**src/verilog/usb_in_ep_pkg.sv**
```systemverilog
// Constants, register map and carrier types for the IN endpoint control block
package usb_in_ep_pkg;

   // =========================================================
   // Register indices (byte address = index * 4)
   localparam logic [5:0] IDX_CTRL_LOW = 6'h11;
   localparam logic [5:0] IDX_CTRL_HIGH = 6'h12;
   localparam logic [5:0] IDX_AUX_CTRL = 6'h13;
   localparam logic [5:0] IDX_STATUS = 6'h14;

   // =========================================================
   // Low control byte fields
   localparam int LOW_READY = 0;
   localparam int LOW_NOT_EMPTY = 1;
   localparam int LOW_UNDERRUN = 2;
   localparam int LOW_PURGE = 3;
   localparam int LOW_TOGGLE_RESET = 6;

   // =========================================================
   // High control byte fields
   localparam int HIGH_DOUBLE_BUF = 7;
   localparam int HIGH_ISO = 6;
   localparam int HIGH_DIR = 5;
   localparam int HIGH_FORCED_TOGGLE = 3;
   localparam int HIGH_SPLIT = 2;
   localparam logic [7:0] HIGH_WRITE_MASK = 8'hEC;

   // =========================================================
   // Auxiliary control fields
   localparam int AUX_ISO_UPDATE_HOLD = 0;
   localparam int AUX_IRQ_EN = 1;

   // =========================================================
   // Reset values and sizes
   localparam logic [7:0] CTRL_RESET = 8'h00;
   localparam logic [1:0] AUX_RESET = 2'h0;
   localparam logic [1:0] SLOTS_SINGLE = 2'h1;
   localparam logic [1:0] SLOTS_DOUBLE = 2'h2;
   localparam int PURGE_CYCLES = 1;

   // =========================================================
   // Types
   typedef enum logic [2:0] {
      ST_IDLE = 3'b001,
      ST_WAIT_ACK = 3'b010,
      ST_PURGE = 3'b100
   } ep_state_t;

   typedef struct packed {
      logic inToken;
      logic sof;
      logic hostAck;
      logic hostTimeout;
   } link_evt_t;

   typedef struct packed {
      logic sendData;
      logic sendZeroLen;
      logic sendNak;
   } link_cmd_t;

endpackage

```
**src/verilog/pkt_slot_counter.sv**
```systemverilog
// Counts packets held in the IN endpoint FIFO
`timescale 1ns/1ps
`default_nettype none
module pkt_slot_counter
   import usb_in_ep_pkg::*;
(
   input wire logic core_clk,
   input wire logic rst_n,
   input wire logic load,
   input wire logic unload,
   input wire logic [1:0] capacity,
   output logic [1:0] count,
   output logic notEmpty
);

   // =========================================================
   // Counter
   // Load past capacity is dropped; the flag logic asks for it only after double buffering is switched off with packets held
   always_ff @(posedge core_clk) begin
      if (!rst_n) begin
         count <= 2'h0;
      end else if (load && !unload && count < capacity) begin
         count <= count + 2'h1;
      end else if (unload && !load && count != 2'h0) begin
         count <= count - 2'h1;
      end
   end

   assign notEmpty = (count != 2'h0);

endmodule
`default_nettype wire

```
**src/verilog/usb_in_endpoint_control.sv**
```systemverilog
// IN endpoint control and status logic with a classic Wishbone register slave
//
// What this block does
// RL1 - Purge write discards next pending packet
// RL2 - Purge resets FIFO pointer, clears ready
// RL3 - Firmware purges each packet separately
// RL4 - Purge bit self-clears when purge completes
// RL5 - Iso underrun sends zero-length, sets underrun
// RL6 - Bulk underrun NAKs, flags; firmware clears
// RL7 - Not-empty reads one while packets held
// RL8 - Firmware sets ready after loading packet
// RL9 - Ready clears once packet is transmitted
// RL10 - Double buffering frees ready when slot opens
// RL11 - Iso hold: ready reads zero until SOF
// RL12 - Transmit-clear of ready raises enabled interrupt
// RL13 - Double-buffer bit selects one or two slots
// RL14 - Transfer-type bit selects bulk or isochronous
// RL15 - Direction bit applies only when unsplit
// RL16 - Unforced toggle advances only after ACK
// RL17 - Forced toggle advances on every send
// RL18 - Split gives upper half IN, lower OUT
// RL19 - Unused high bits read zero, ignore writes
// RL20 - Toggle reset bit zeroes toggle, reads zero
// RL21 - Control bytes reset to all zeros
//
// Design decision made here: the Wishbone register port.
`timescale 1ns/1ps
`default_nettype none
module usb_in_endpoint_control
   import usb_in_ep_pkg::*;
(
   input wire logic core_clk,
   input wire logic rst_n,
   input wire logic cyc_i,
   input wire logic stb_i,
   input wire logic we_i,
   input wire logic [7:0] adr_i,
   input wire logic [3:0] sel_i,
   input wire logic [31:0] dat_i,
   output logic [31:0] dat_o,
   output logic ack_o,
   input wire link_evt_t linkEvt,
   output link_cmd_t linkCmd,
   output logic dataToggle,
   output logic epIrq,
   output logic fifoPtrReset,
   output logic fifoSplit,
   output logic endpointIsIn,
   output logic inUpperHalf,
   output logic outLowerHalf
);

   // =========================================================
   // Bus decode
   logic busReq;
   logic wrStrobe;
   logic [5:0] wordIdx;
   logic lane0;

   assign busReq = cyc_i && stb_i;
   assign wordIdx = adr_i[7:2];
   assign lane0 = sel_i[0];
   // Write lands on the edge where the master sees ack
   assign wrStrobe = busReq && we_i && ack_o && lane0;

   function automatic logic wrBit(input logic [5:0] idx, input int pos);
      wrBit = wrStrobe && wordIdx == idx && dat_i[pos];
   endfunction

   function automatic logic wrZero(input logic [5:0] idx, input int pos);
      wrZero = wrStrobe && wordIdx == idx && !dat_i[pos];
   endfunction

   // =========================================================
   // Control state
   logic [7:0] ctrlHigh;
   logic [1:0] auxCtrl;
   logic readyFlag;
   logic underrun;
   logic purgeBit;
   logic isoWaitSof;
   ep_state_t state;

   logic doubleBuf;
   logic isoMode;
   logic forcedToggle;
   logic splitOn;
   logic isoHoldOn;
   logic irqEn;

   assign doubleBuf = ctrlHigh[HIGH_DOUBLE_BUF]; // RL13
   assign isoMode = ctrlHigh[HIGH_ISO]; // RL14
   assign forcedToggle = ctrlHigh[HIGH_FORCED_TOGGLE];
   assign splitOn = ctrlHigh[HIGH_SPLIT];
   assign isoHoldOn = auxCtrl[AUX_ISO_UPDATE_HOLD];
   assign irqEn = auxCtrl[AUX_IRQ_EN];

   // =========================================================
   // Packet slots
   logic [1:0] pktCount;
   logic notEmpty;
   logic [1:0] capacity;
   logic commit;
   logic unload;
   logic purgeStep;
   logic txDone;
   logic eligible;
   logic isIdle;

   assign capacity = doubleBuf ? SLOTS_DOUBLE : SLOTS_SINGLE; // RL13
   // Ready written while already set is a no-op: no slot to take it
   assign commit = wrBit(IDX_CTRL_LOW, LOW_READY) && !readyFlag; // RL8
   assign isIdle = (state == ST_IDLE);
   // Packet is not offered before the next SOF in iso hold mode
   assign eligible = notEmpty && !isoWaitSof; // RL11
   assign purgeStep = (state == ST_PURGE);

   // Transmit is complete at the send in iso mode, at the ACK otherwise
   always_comb begin
      txDone = 1'b0;
      // A pending purge takes the packet, so an iso token must not unload it too
      if (isIdle && !purgeBit && linkEvt.inToken && eligible && isoMode) begin
         txDone = 1'b1;
      end else if (state == ST_WAIT_ACK && linkEvt.hostAck) begin
         txDone = 1'b1;
      end
   end

   assign unload = txDone || (purgeStep && notEmpty); // RL1

   pkt_slot_counter slots (
      .core_clk(core_clk),
      .rst_n(rst_n),
      .load(commit),
      .unload(unload),
      .capacity(capacity),
      .count(pktCount),
      .notEmpty(notEmpty)
   );

   // =========================================================
   // High control byte
   always_ff @(posedge core_clk) begin
      if (!rst_n) begin
         ctrlHigh <= CTRL_RESET; // RL21
      end else if (wrStrobe && wordIdx == IDX_CTRL_HIGH) begin
         ctrlHigh <= dat_i[7:0] & HIGH_WRITE_MASK; // RL19
      end
   end

   // =========================================================
   // Auxiliary control
   always_ff @(posedge core_clk) begin
      if (!rst_n) begin
         auxCtrl <= AUX_RESET;
      end else if (wrStrobe && wordIdx == IDX_AUX_CTRL) begin
         auxCtrl <= dat_i[1:0];
      end
   end

   // =========================================================
   // Packet ready flag
   always_ff @(posedge core_clk) begin
      if (!rst_n) begin
         readyFlag <= 1'b0; // RL21
      end else if (commit) begin
         readyFlag <= 1'b1; // RL8
      end else if (txDone || purgeStep) begin
         readyFlag <= 1'b0; // RL9 RL2
      end else if (doubleBuf && pktCount < SLOTS_DOUBLE) begin
         readyFlag <= 1'b0; // RL10
      end
   end

   // =========================================================
   // Iso update hold
   always_ff @(posedge core_clk) begin
      if (!rst_n) begin
         isoWaitSof <= 1'b0;
      end else if (commit && isoMode && isoHoldOn) begin
         isoWaitSof <= 1'b1; // RL11
      end else if (linkEvt.sof || !isoMode || purgeStep) begin
         isoWaitSof <= 1'b0;
      end
   end

   // =========================================================
   // Underrun flag
   // Hardware set wins over a firmware clear in the same cycle
   always_ff @(posedge core_clk) begin
      if (!rst_n) begin
         underrun <= 1'b0;
      end else if (isIdle && linkEvt.inToken && !eligible) begin
         underrun <= 1'b1; // RL5 RL6
      end else if (wrZero(IDX_CTRL_LOW, LOW_UNDERRUN)) begin
         underrun <= 1'b0; // RL6
      end
   end

   // =========================================================
   // Purge request
   always_ff @(posedge core_clk) begin
      if (!rst_n) begin
         purgeBit <= 1'b0;
      end else if (wrBit(IDX_CTRL_LOW, LOW_PURGE)) begin
         purgeBit <= 1'b1; // RL1
      end else if (purgeStep) begin
         purgeBit <= 1'b0; // RL4
      end
   end

   // =========================================================
   // Endpoint sequencer
   // A purge waits out a packet in flight so the FIFO is not cut mid-send
   always_ff @(posedge core_clk) begin
      if (!rst_n) begin
         state <= ST_IDLE;
      end else begin
         unique case (state)
            ST_IDLE: begin
               if (purgeBit) begin
                  state <= ST_PURGE; // RL1
               end else if (linkEvt.inToken && eligible && !isoMode) begin
                  state <= ST_WAIT_ACK;
               end
            end
            ST_WAIT_ACK: begin
               if (linkEvt.hostAck || linkEvt.hostTimeout) begin
                  state <= ST_IDLE;
               end
            end
            ST_PURGE: begin
               state <= ST_IDLE; // RL4
            end
         endcase
      end
   end

   // =========================================================
   // Link answers
   always_ff @(posedge core_clk) begin
      if (!rst_n) begin
         linkCmd <= '0;
      end else begin
         linkCmd.sendData <= isIdle && !purgeBit && linkEvt.inToken && eligible;
         linkCmd.sendZeroLen <= isIdle && linkEvt.inToken && !eligible && isoMode; // RL5
         linkCmd.sendNak <= isIdle && linkEvt.inToken && !eligible && !isoMode; // RL6
      end
   end

   // =========================================================
   // Data toggle
   logic sentNow;
   assign sentNow = isIdle && !purgeBit && linkEvt.inToken && eligible;

   always_ff @(posedge core_clk) begin
      if (!rst_n) begin
         dataToggle <= 1'b0;
      end else if (wrBit(IDX_CTRL_LOW, LOW_TOGGLE_RESET)) begin
         dataToggle <= 1'b0; // RL20
      end else if (forcedToggle && sentNow) begin
         dataToggle <= !dataToggle; // RL17
      end else if (!forcedToggle && state == ST_WAIT_ACK && linkEvt.hostAck) begin
         dataToggle <= !dataToggle; // RL16
      end
   end

   // =========================================================
   // Interrupt and FIFO pointer pulses
   always_ff @(posedge core_clk) begin
      if (!rst_n) begin
         epIrq <= 1'b0;
         fifoPtrReset <= 1'b0;
      end else begin
         epIrq <= txDone && readyFlag && irqEn; // RL12
         fifoPtrReset <= purgeStep; // RL2
      end
   end

   // =========================================================
   // FIFO arrangement
   // Split forces the IN role; direction bit is ignored meanwhile
   always_ff @(posedge core_clk) begin
      if (!rst_n) begin
         fifoSplit <= 1'b0;
         endpointIsIn <= 1'b0;
         inUpperHalf <= 1'b0;
         outLowerHalf <= 1'b0;
      end else begin
         fifoSplit <= splitOn; // RL18
         endpointIsIn <= splitOn ? 1'b1 : ctrlHigh[HIGH_DIR]; // RL15
         inUpperHalf <= splitOn; // RL18
         outLowerHalf <= splitOn; // RL18
      end
   end

   // =========================================================
   // Read mux
   logic [7:0] lowView;
   logic [31:0] readWord;

   always_comb begin
      lowView = 8'h00;
      lowView[LOW_READY] = readyFlag && !isoWaitSof; // RL11
      lowView[LOW_NOT_EMPTY] = notEmpty; // RL7
      lowView[LOW_UNDERRUN] = underrun;
      lowView[LOW_PURGE] = purgeBit;
      readWord = 32'h0000_0000;
      unique case (wordIdx)
         IDX_CTRL_LOW: readWord[7:0] = lowView; // RL20
         IDX_CTRL_HIGH: readWord[7:0] = ctrlHigh; // RL19
         IDX_AUX_CTRL: readWord[1:0] = auxCtrl;
         IDX_STATUS: readWord[5:0] = {state, pktCount, dataToggle};
         default: readWord = 32'h0000_0000;
      endcase
   end

   // =========================================================
   // Wishbone answer
   // One wait state: ack in the cycle after the request, dropped after one
   always_ff @(posedge core_clk) begin
      if (!rst_n) begin
         ack_o <= 1'b0;
         dat_o <= 32'h0000_0000;
      end else begin
         ack_o <= busReq && !ack_o;
         dat_o <= (busReq && !we_i && !ack_o) ? readWord : 32'h0000_0000;
      end
   end

endmodule
`default_nettype wire

```
**config.mk**
```make
export PLATFORM = sky130hd
export DESIGN_NAME = usb_in_endpoint_control
export DESIGN_NICKNAME = d
export VERILOG_FILES = /design/src/verilog/usb_in_ep_pkg.sv /design/src/verilog/pkt_slot_counter.sv /design/src/verilog/usb_in_endpoint_control.sv
export SDC_FILE = /design/constraint.sdc
export NUM_CORES = 1
export LEC_CHECK = 0
export BUFFER_PORTS_ARGS = -buffer_cell sky130_fd_sc_hd__buf_4
export CELL_PAD_IN_SITES_DETAIL_PLACEMENT = 1
export CELL_PAD_IN_SITES_GLOBAL_PLACEMENT = 1
export CORE_ASPECT_RATIO = 0.6
export CORE_MARGIN = 2
export CORE_UTILIZATION = 27
export DETAILED_ROUTE_END_ITERATION = 10
export PLACE_DENSITY = 0.76
export SETUP_SLACK_MARGIN = 0.1
export SYNTH_ARGS = -nofsm -noshare
export SYNTH_HDL_FRONTEND = slang
export SYNTH_SLANG_ARGS = --single-unit
```
**constraint.sdc**
```tcl
create_clock -name core_clk -period 1.8 [get_ports core_clk]
set_clock_uncertainty 0.05 [all_clocks]
set_input_delay 0.27 -clock core_clk [delete_from_list [all_inputs] [get_ports core_clk]]
set_output_delay 0.27 -clock core_clk [all_outputs]
set_load 0.02 [all_outputs]
```
### Word level (Yosys, flattened, before mapping)

Index checks and enable logic that the tools add are counted.

* bits of input ports: 53
* bits in registers: 57

* bitwise operators: 1
* $lt $le $gt $ge: 2
* add/sub/neg operators: 2
* multiplexer cells: 23
* equality and inequality tests: 9
* reduce and logical (&&, ||, !) cells: 69

Operator list (number)
* $logic_and 1x1->1: 41
* $eq 6x5->1 const B: 4
* $mux 1: 14
* $logic_not 1->1: 12
* $pmux 4 s3: 1
* $reduce_bool 2->1: 6
* $mux 3: 3
* $pmux 3 s3: 1
* $mux 2: 3
* $pmux 2 s3: 1
* $logic_or 1x1->1: 5
* $reduce_and 2->1: 2
* $eq 3x1->1 const B: 1
* $eq 3x2->1 const B: 1
* $eq 3x3->1 const B: 1
* $ne 3x2->1 const B: 1
* $reduce_and 3->1: 1
* $reduce_bool 3->1: 1
* $add 2x1->2 const B: 1
* $lt 2x2->1: 1
* $lt 2x2->1 const B: 1
* $ne 2x2->1 const B: 1
* $reduce_or 2->1: 1
* $sub 2x1->2 const B: 1
* $not 1->1: 1

### Logic depth before layout (Yosys ltp)

Gate-level depths: netlist of the first run.

* word-level depth: 12
* gate-level depth with buffers: 7

### By module

A second synthesis of the first run with hierarchy kept.

* cells, all modules: 185
* area total of the unflattened synthesis: 1699.1 um^2

Modules (own cells, without submodules)
* usb_in_endpoint_control: area each 1503.9 um^2, sequential area each 620.6 um^2, instances 1, cells each 165
* pkt_slot_counter: area each 195.2 um^2, sequential area each 40.0 um^2, instances 1, cells each 20

### Least setup slack after synthesis of the first run

OpenSTA, ideal clock, no wires.

* path type: input port to flip-flop
* start point: input adr_i[7]
* end point: register slots.count[0]
* cell stages on the path: 6
* path slack: -0.044 ns
* required time: 1.690 ns
* setup time: 0.060 ns
* arrival: 1.734 ns
* path buffers: 1
* cells stage by stage: or4b_1 > buf_2 > nor4_4 > nand4_2 > o32ai_2 > a41o_1

* cells in the longest elaborated chain, start to end: 8
* elaborated cells between the ends (all ways): 11

Ends and longest elaborated chain
* from (decl): RTL line usb_in_endpoint_control.sv:37 `input wire logic [7:0] adr_i,`
* $eq 6x5->1 (*): RTL line usb_in_endpoint_control.sv:67 `wrBit = wrStrobe && wordIdx == idx && dat_i[pos];`
* $logic_and 1x1->1 (*) (2 in series): RTL line usb_in_endpoint_control.sv:67
* $logic_and 1x1->1 (*): RTL line usb_in_endpoint_control.sv:112 `assign commit = wrBit(IDX_CTRL_LOW, LOW_READY) && !readyFlag;`
* $logic_not 1->1: RTL line pkt_slot_counter.sv:24 `end else if (unload && !load && count != 2'h0) begin`
* $logic_and 1x1->1 (2 in series): RTL line pkt_slot_counter.sv:24
* $reduce_bool 2->1 (no line)
* to (signal assigned): RTL line pkt_slot_counter.sv:23 `count <= count + 2'h1;`
* to (signal assigned): RTL line pkt_slot_counter.sv:25 `count <= count - 2'h1;`
* to (decl): RTL line pkt_slot_counter.sv:12 `output logic [1:0] count,`

Mark *: on every way between the ends. The rest lies on a longest branch, timed or not.
A chain may end at the register's enable or synchronous reset.

### Worst setup path in the final report of the first run

* start point: register readyFlag
* end point: register slots.count[0]

* cells in the longest elaborated chain, start to end: 6
* elaborated cells between the ends (all ways): 9

Ends and longest elaborated chain
* from (decl): RTL line usb_in_endpoint_control.sv:78 `logic readyFlag;`
* from (signal assigned): RTL line usb_in_endpoint_control.sv:165 `readyFlag <= 1'b0;`
* from (signal assigned): RTL line usb_in_endpoint_control.sv:167 `readyFlag <= 1'b1;`
* from (signal assigned): RTL line usb_in_endpoint_control.sv:169 `readyFlag <= 1'b0;`
* $logic_not 1->1 (*): RTL line usb_in_endpoint_control.sv:112
* $logic_and 1x1->1 (*): RTL line usb_in_endpoint_control.sv:112
* $logic_not 1->1: RTL line pkt_slot_counter.sv:24
* $logic_and 1x1->1 (2 in series): RTL line pkt_slot_counter.sv:24
* $reduce_bool 2->1 (no line)

Marked as above.

==> metrics, run 1 <==
H-Tree Depth 2; status complete, no violations; final-report setup violation count 0; First-pass DRT Iterations 4; Routed Antenna Nets 0; Post-synth EDFFs 0; I/O Buffers 41; crit path DAT 1.88 ns; I/O pin cnt 96; Placed Area 0.00211 sq mm; biggest cell delay along the critical path 0.52 ns; Inserted Clock Buffers 5; crit path kind register to register; Post-Layout Cell Count 325; Max Fanout on Critical Path 3; Mean Syn Cell Area 9.22 sq um; root buffer cell clkbuf_8; area leader, netlist dfxtp_1; hpwl dp 3720 um; Synth Cell Area 0.00164 sq mm; via density per instance 4.54; grt ovf 0; Synth Instances 178; commonest non-fill, non-tap cell in the layout buf_4; Place WS -0.225 ns; # DRC 0; design area 0.00234 sq mm; Vias 1474; CP endpoint kind register; CTS Buffer Depth 2; layout net count 299; initial antenna violation count 0; max-cap viol count 0; Clock Latency Late Sink 0.28 ns; CTS tree done; final worst slack 0.0537 ns; DRT iter0 DRCs 59; max-slew violation count 0; die area 0.00674 sq mm; post-layout minimum cycle time 1.75 ns; Synth Register Bits 33; Total Wirelength 4800 um; Peak VDD IR 285 uV; Placed Cells 311; number of global-route vias before repair 1439; RSZ-0062 raised after global routing true; Fmax 573 MHz; row cnt 21; share of cells above drive strength 1 40.0%; CP cell instances or4bb_4 -> nor4_4 -> buf_4 -> a21o_1 -> o32ai_2 -> a41o_1; CP startpoint kind register; Initial Utilization 28.6%; Clock Sink Count 33; largest net degree at the start of global routing 15; worst hold-check path type input pin to register; Die Span Y 64.4 um; Req. time, crit path 1.93 ns; core footprint 0.00573 sq mm; first-pass GRT wire length 7400 um; clock edge transition at the registers on the reported setup and hold paths 0.07 ns; GRT Resource Usage Total 14.5%; top cells by area, synth dfxtp_1, buf_4, nor2_1; share of the synthesized area in the top cell type 40.3%; Final Power 1.66 mW; Synth async-reset ratio 0%; Main synth FF type dfxtp_1; Ant. Diodes 0; WL/cell 14.8 um; post-synthesis sequential area ratio 40.3%; Crit-path slowest cell or4bb_4; most frequent cells in the layout buf_4, dfxtp_1, conb_1; Leak 1.04 nW; Syn-to-layout area delta 42.5%; Final Hold Vio Count 0; Placer Congestion 0.787; Netlist cell types 46; PD cells 709 mW/mm^2; Warnings, synthesis 0; period utilization 97.0%; DIE WIDTH 105 um; hold buffer count at cts 0
## routing by layer
layer | track usage, % | wire length [um]
met5 | 0 | 0
met4 | 4.17 | 58
met3 | 4.49 | 326
met2 | 21.7 | 2120
met1 | 20.2 | 2290
## critical path, delay by kind of cell, from the launching register on
family	cells	cell delay, ns
AND/OR/NAND/NOR	2	0.65
AO/OA/AOI/OAI	3	0.45
flip-flops	1	0.32
buffers and inverters	1	0.18
## cells in the mapped netlist, drive strengths merged, types with 2 or more instances
library cell,number
a211oi,2
buf,27
or4b,2
ha,2
nand2,7
nand3,2
nor2,23
and3,4
nor3,6
inv,7
a222oi,3
nand4bb,3
or3,2
a22oi,2
a21oi,7
or2,3
dfxtp,33
nand2b,4
o21a,3
nor2b,3
clkbuf,3
nand4,2
nor4,3
mux2i,7
## through the flow
step,utilization (%),setup TNS [ns],hold slack [ns]
5_1_grt,40.8,-0.0129,0.129
2_1_floorplan,-,0,0.317
3_3_place_gp,36.9,-0.527,0.395
4_1_cts,39.3,0,0.124
3_5_place_dp,36.9,-0.890,0.404
6_report,40.8,0,0.129
## cell type report
| class | count | area [sq um] |
|---|---|---|
| fillers | 688 | 3390 |
| multi-input cells | 131 | 921 |
| flip-flops and latches | 33 | 667 |
| repair buffers | 66 | 507 |
| well taps | 80 | 100 |
| clock buffers | 7 | 86.3 |
| clock inverters | 1 | 30.0 |
| inverters | 7 | 26.3 |
## power by group
group	switching, mW	internal, mW	total [mW]
clock	0.262	0.451	0.713
combinational	0.111	0.0776	0.189
sequential	0.0143	0.742	0.756
## registers in the layout, indices dropped and copies added (netlist names)
signal        flops
dat_o             8
auxCtrl           2
state             3
linkCmd           3
purgeBit          1
outLowerHalf      1
epIrq             1
dataToggle        1
fifoPtrReset      1
ctrlHigh          5
slots.count       2
ack_o             1
readyFlag         1
endpointIsIn      1
isoWaitSof        1
underrun          1
## kinds of logic (layout without fill, tap and decap cells)
kind of cell | Yosys count | in the layout | share of synthesized area (%)
adder cells (fa/ha/maj) | 2 | 2 | 1.53
flip-flops | 33 | 33 | 40.3
AO/OA/AOI/OAI | 25 | 25 | 11.6
multiplexers | 7 | 7 | 4.27
buffers and inverters | 37 | 81 | 14.5
AND/OR/NAND/NOR | 72 | 72 | 27.1
XOR/XNOR | 1 | 1 | 0.534
other | 1 | 24 | 0.229
## path summary, 6_finish.rpt
kind	start	endpoint	slack, ns	cells after the start
worst max-delay path	readyFlag	slots.count[0]	0.05	6
worst min-delay path	dat_i[6]	dataToggle	0.13	2
worst max register to register	readyFlag	slots.count[0]	0.05	6
worst min register to register	underrun	underrun	0.41	2
## repair_timing
| action | in CTS | in global routing |
|---|---|---|
| endpoints found under the setup margin | 2 | 8 |
| buffers inserted | 2 | 4 |
| pin swaps | 6 | 6 |
| gates resized for setup | 3 | 13 |
No activity file was read; power rests on OpenSTA's default activity.
==> run 2: changes to the inputs <==
ABC_AREA = 1   (was default)
GPL_TIMING_DRIVEN = 0   (was default)
PLACE_DENSITY = 0.78   (was 0.76)
==> metrics, run 2 <==
post-synthesis xor/xnor area fraction 0% (was 0.534%); Flop pwr share 49.6% (was 45.6%); I/O Buffers 41 (unchanged); Synth Instances 222 (was 178); CP endpoint kind register (unchanged); Logic pwr share 14.4% (was 11.4%); switching power share of the total 27.4% (was 23.4%); post-synthesis mux area share 0% (was 4.27%); max-cap viol count 0 (unchanged); CTS Buffer Depth 2 (unchanged); max reg flops 8 (unchanged); I/O pin cnt 96 (unchanged); crit path kind register to register (unchanged); hold endpoint ctrlHigh[2] (was dataToggle); Placer Congestion 0.872 (was 0.787); # DRC 0 (unchanged); root buffer cell clkbuf_8 (unchanged); Crit-path slowest cell dfxtp_4 (was or4bb_4); worst hold-check path type input pin to register (unchanged); post-synthesis sequential area ratio 39.1% (was 40.3%); share of cells above drive strength 1 34.1% (was 40.0%); Biggest register dat_o (unchanged); synth cell count leaders dfxtp_1, nand2_1, buf_4 (was dfxtp_1, buf_4, nor2_1); Ant. Diodes 0 (unchanged); reg-to-reg endpoint slots.count[1] (was slots.count[0]); PD cells 656 mW/mm^2 (was 709 mW/mm^2); crit path DAT 1.70 ns (was 1.88 ns); Final Util 37.9% (was 40.8%); DIE WIDTH 106 um (was 105 um); Synth async-reset ratio 0% (unchanged); biggest cell delay along the critical path 0.36 ns (was 0.52 ns); worst r2r src slots.count[1] (was readyFlag); layout net count 350 (was 299); Max Fanout on Critical Path 3 (unchanged); Total Wirelength 5000 um (was 4800 um); Place WS 0.0763 ns (was -0.225 ns); Final Hold Vio Count 0 (unchanged); row cnt 22 (was 21); R2R Setup Slk 0.23 ns (was 0.05 ns); most frequent cells in the layout buf_4, nand2_1, dfxtp_1 (was buf_4, dfxtp_1, conb_1); Synth Register Bits 33 (unchanged); status complete, no violations (unchanged); CP cell instances inv_2 -> ha_1 -> o21a_1 -> nor2_1 -> inv_1 -> nor2_2 -> inv_1 -> nor2_2 -> nand3_1 -> nand2_1 -> nor2_1 (was or4bb_4 -> nor4_4 -> buf_4 -> a21o_1 -> o32ai_2 -> a41o_1); CTS tree done (unchanged); largest family of logic cells by synthesized area simple AND/OR/NAND/NOR gates (unchanged); die area 0.00693 sq mm (was 0.00674 sq mm); First-pass DRT Iterations 4 (unchanged); final worst slack 0.229 ns (was 0.0537 ns); via density per instance 4.41 (was 4.54); initial antenna violation count 0 (unchanged); period utilization 87.3% (was 97.0%); commonest non-fill, non-tap cell in the layout buf_4 (unchanged); area share of fa/ha/maj cells after synthesis 1.48% (was 1.53%); Routed Antenna Nets 0 (unchanged); WL/cell 13.2 um (was 14.8 um); Synth Cell Area 0.00169 sq mm (was 0.00164 sq mm); Initial Utilization 27.8% (was 28.6%); Die Span Y 65.3 um (was 64.4 um); Vias 1674 (was 1474); core footprint 0.00608 sq mm (was 0.00573 sq mm); Clock Latency Late Sink 0.29 ns (was 0.28 ns); hold_sp dat_i[2] (was dat_i[6]); Netlist cell types 29 (was 46); RSZ-0062 raised after global routing true (unchanged); grt ovf 0 (unchanged); internal power 1.10 mW (was 1.27 mW); area leader, netlist dfxtp_1 (unchanged); post-layout minimum cycle time 1.57 ns (was 1.75 ns); Clock Sink Count 33 (unchanged); DRT iter0 DRCs 64 (was 59); GRT Resource Usage Total 15.6% (was 14.5%); area share of and/or/nand/nor cells after synthesis 30.0% (was 27.1%); CP startpoint kind register (unchanged); Syn-to-layout area delta 36.5% (was 42.5%); Post-synth EDFFs 0 (unchanged); first-pass GRT wire length 8190 um (was 7400 um); Fmax 636 MHz (was 573 MHz); worst-margin pin slew 0.549 ns; share of the synthesized area in the top cell type 39.1% (was 40.3%); number of global-route vias before repair 1630 (was 1439); max-slew violation count 0 (unchanged); Min-Delay Path Depth 3 (was 2); Peak VDD IR 238 uV (was 285 uV); Inserted Clock Buffers 5 (unchanged); Placed Cells 370 (was 311); Leak 1.06 nW (was 1.04 nW); Rel. slew slack 63.1%; Reg2Reg Depth 11 (was 6); top cells by area, synth dfxtp_1, buf_4, nand2_1 (was dfxtp_1, buf_4, nor2_1); hold buffer count at cts 0 (unchanged); Final Power 1.51 mW (was 1.66 mW); Mean Syn Cell Area 7.61 sq um (was 9.22 sq um); Req. time, crit path 1.93 ns (about the same); final-report setup violation count 0 (unchanged); Top Registers dat_o x8, ctrlHigh x5 (unchanged); share of total power in the clock network 36.1% (was 43.0%); post-synthesis compound-gate area fraction 10.6% (was 11.6%); largest net degree at the start of global routing 11 (was 15); H-Tree Depth 2 (unchanged); Warnings, synthesis 0 (unchanged); clock edge transition at the registers on the reported setup and hold paths 0.07 ns (about the same); P_sw 0.415 mW (was 0.388 mW); hpwl dp 4090 um (was 3720 um); Main synth FF type dfxtp_1 (unchanged); setup TNS 0 ns (unchanged); Post-Layout Cell Count 380 (was 325)
## run 2: power by group through the flow
stage / Clock, mW / Sequential [mW] / Combinational [mW]
floorplan: 0 / 0.769 / 0.139
global placement: 0 / 0.768 / 0.209
detailed placement: 0 / 0.768 / 0.214
CTS: 0.560 / 0.751 / 0.215
global route: 0.605 / 0.751 / 0.238
finish: 0.546 / 0.751 / 0.217
## run 2: cell type report
cell class / instances / area [sq um]
well taps: 84 / 105
multi-input cells: 155 / 817
clock inverters: 2 / 10.0
fillers: 769 / 3780
inverters: 29 / 109
flip-flops and latches: 33 / 664
clock buffers: 6 / 72.6
plain buffers: 28 / 206
repair buffers: 43 / 323
## run 2: through the flow
stage | hold slack (ns) | instance area (sq um)
3_5_place_dp | 0.415 | 2190
4_1_cts | 0.163 | 2270
2_1_floorplan | 0.355 | 1780
6_report | 0.166 | 2310
5_1_grt | 0.170 | 2310
3_3_place_gp | 0.407 | 2190
## run 2: logic make-up after synthesis
logic type	count (synthesis)
other cells	1
compound gates	32
flops	33
fa+ha+maj	2
simple gates	97
buf+inv	57
## run 2: layer usage
metal / part of all wire, % / track usage, % / vias to the layer above
met5: 0 / 0 / -
met4: 0.84 / 4.11 / 0
met3: 6.3 / 4.37 / 5
met2: 43 / 23.6 / 56
met1: 50 / 21.8 / 799
li1: - / - / 814
## run 2: worst max-delay path by stage
stage | startpoint | cells past startpoint | end | slack [ns]
after floorplan | slots.count[1] | 11 | slots.count[1] | 0.29
after global placement | slots.count[1] | 11 | slots.count[1] | 0.12
after detailed placement | slots.count[1] | 11 | slots.count[1] | 0.08
after CTS | slots.count[1] | 11 | slots.count[1] | 0.11
after global routing | slots.count[1] | 11 | slots.count[1] | 0.09
final | slots.count[1] | 11 | slots.count[1] | 0.23
## run 2: repair_timing
action / in CTS / in global routing
setup buffers: 0 / 2
resized for setup: 1 / 8
endpoints found under the setup margin: 1 / 6
pin swaps: 0 / 2
## run 2: worst max-delay path: cells and delay by family, from the launching register on
kind	cells	cell delay [ns]
buffers and inverters	3	0.16
DFF	1	0.36
and+or+nand+nor	6	0.52
adders and majority gates	1	0.28
AOI/OAI and AO/OA	1	0.10
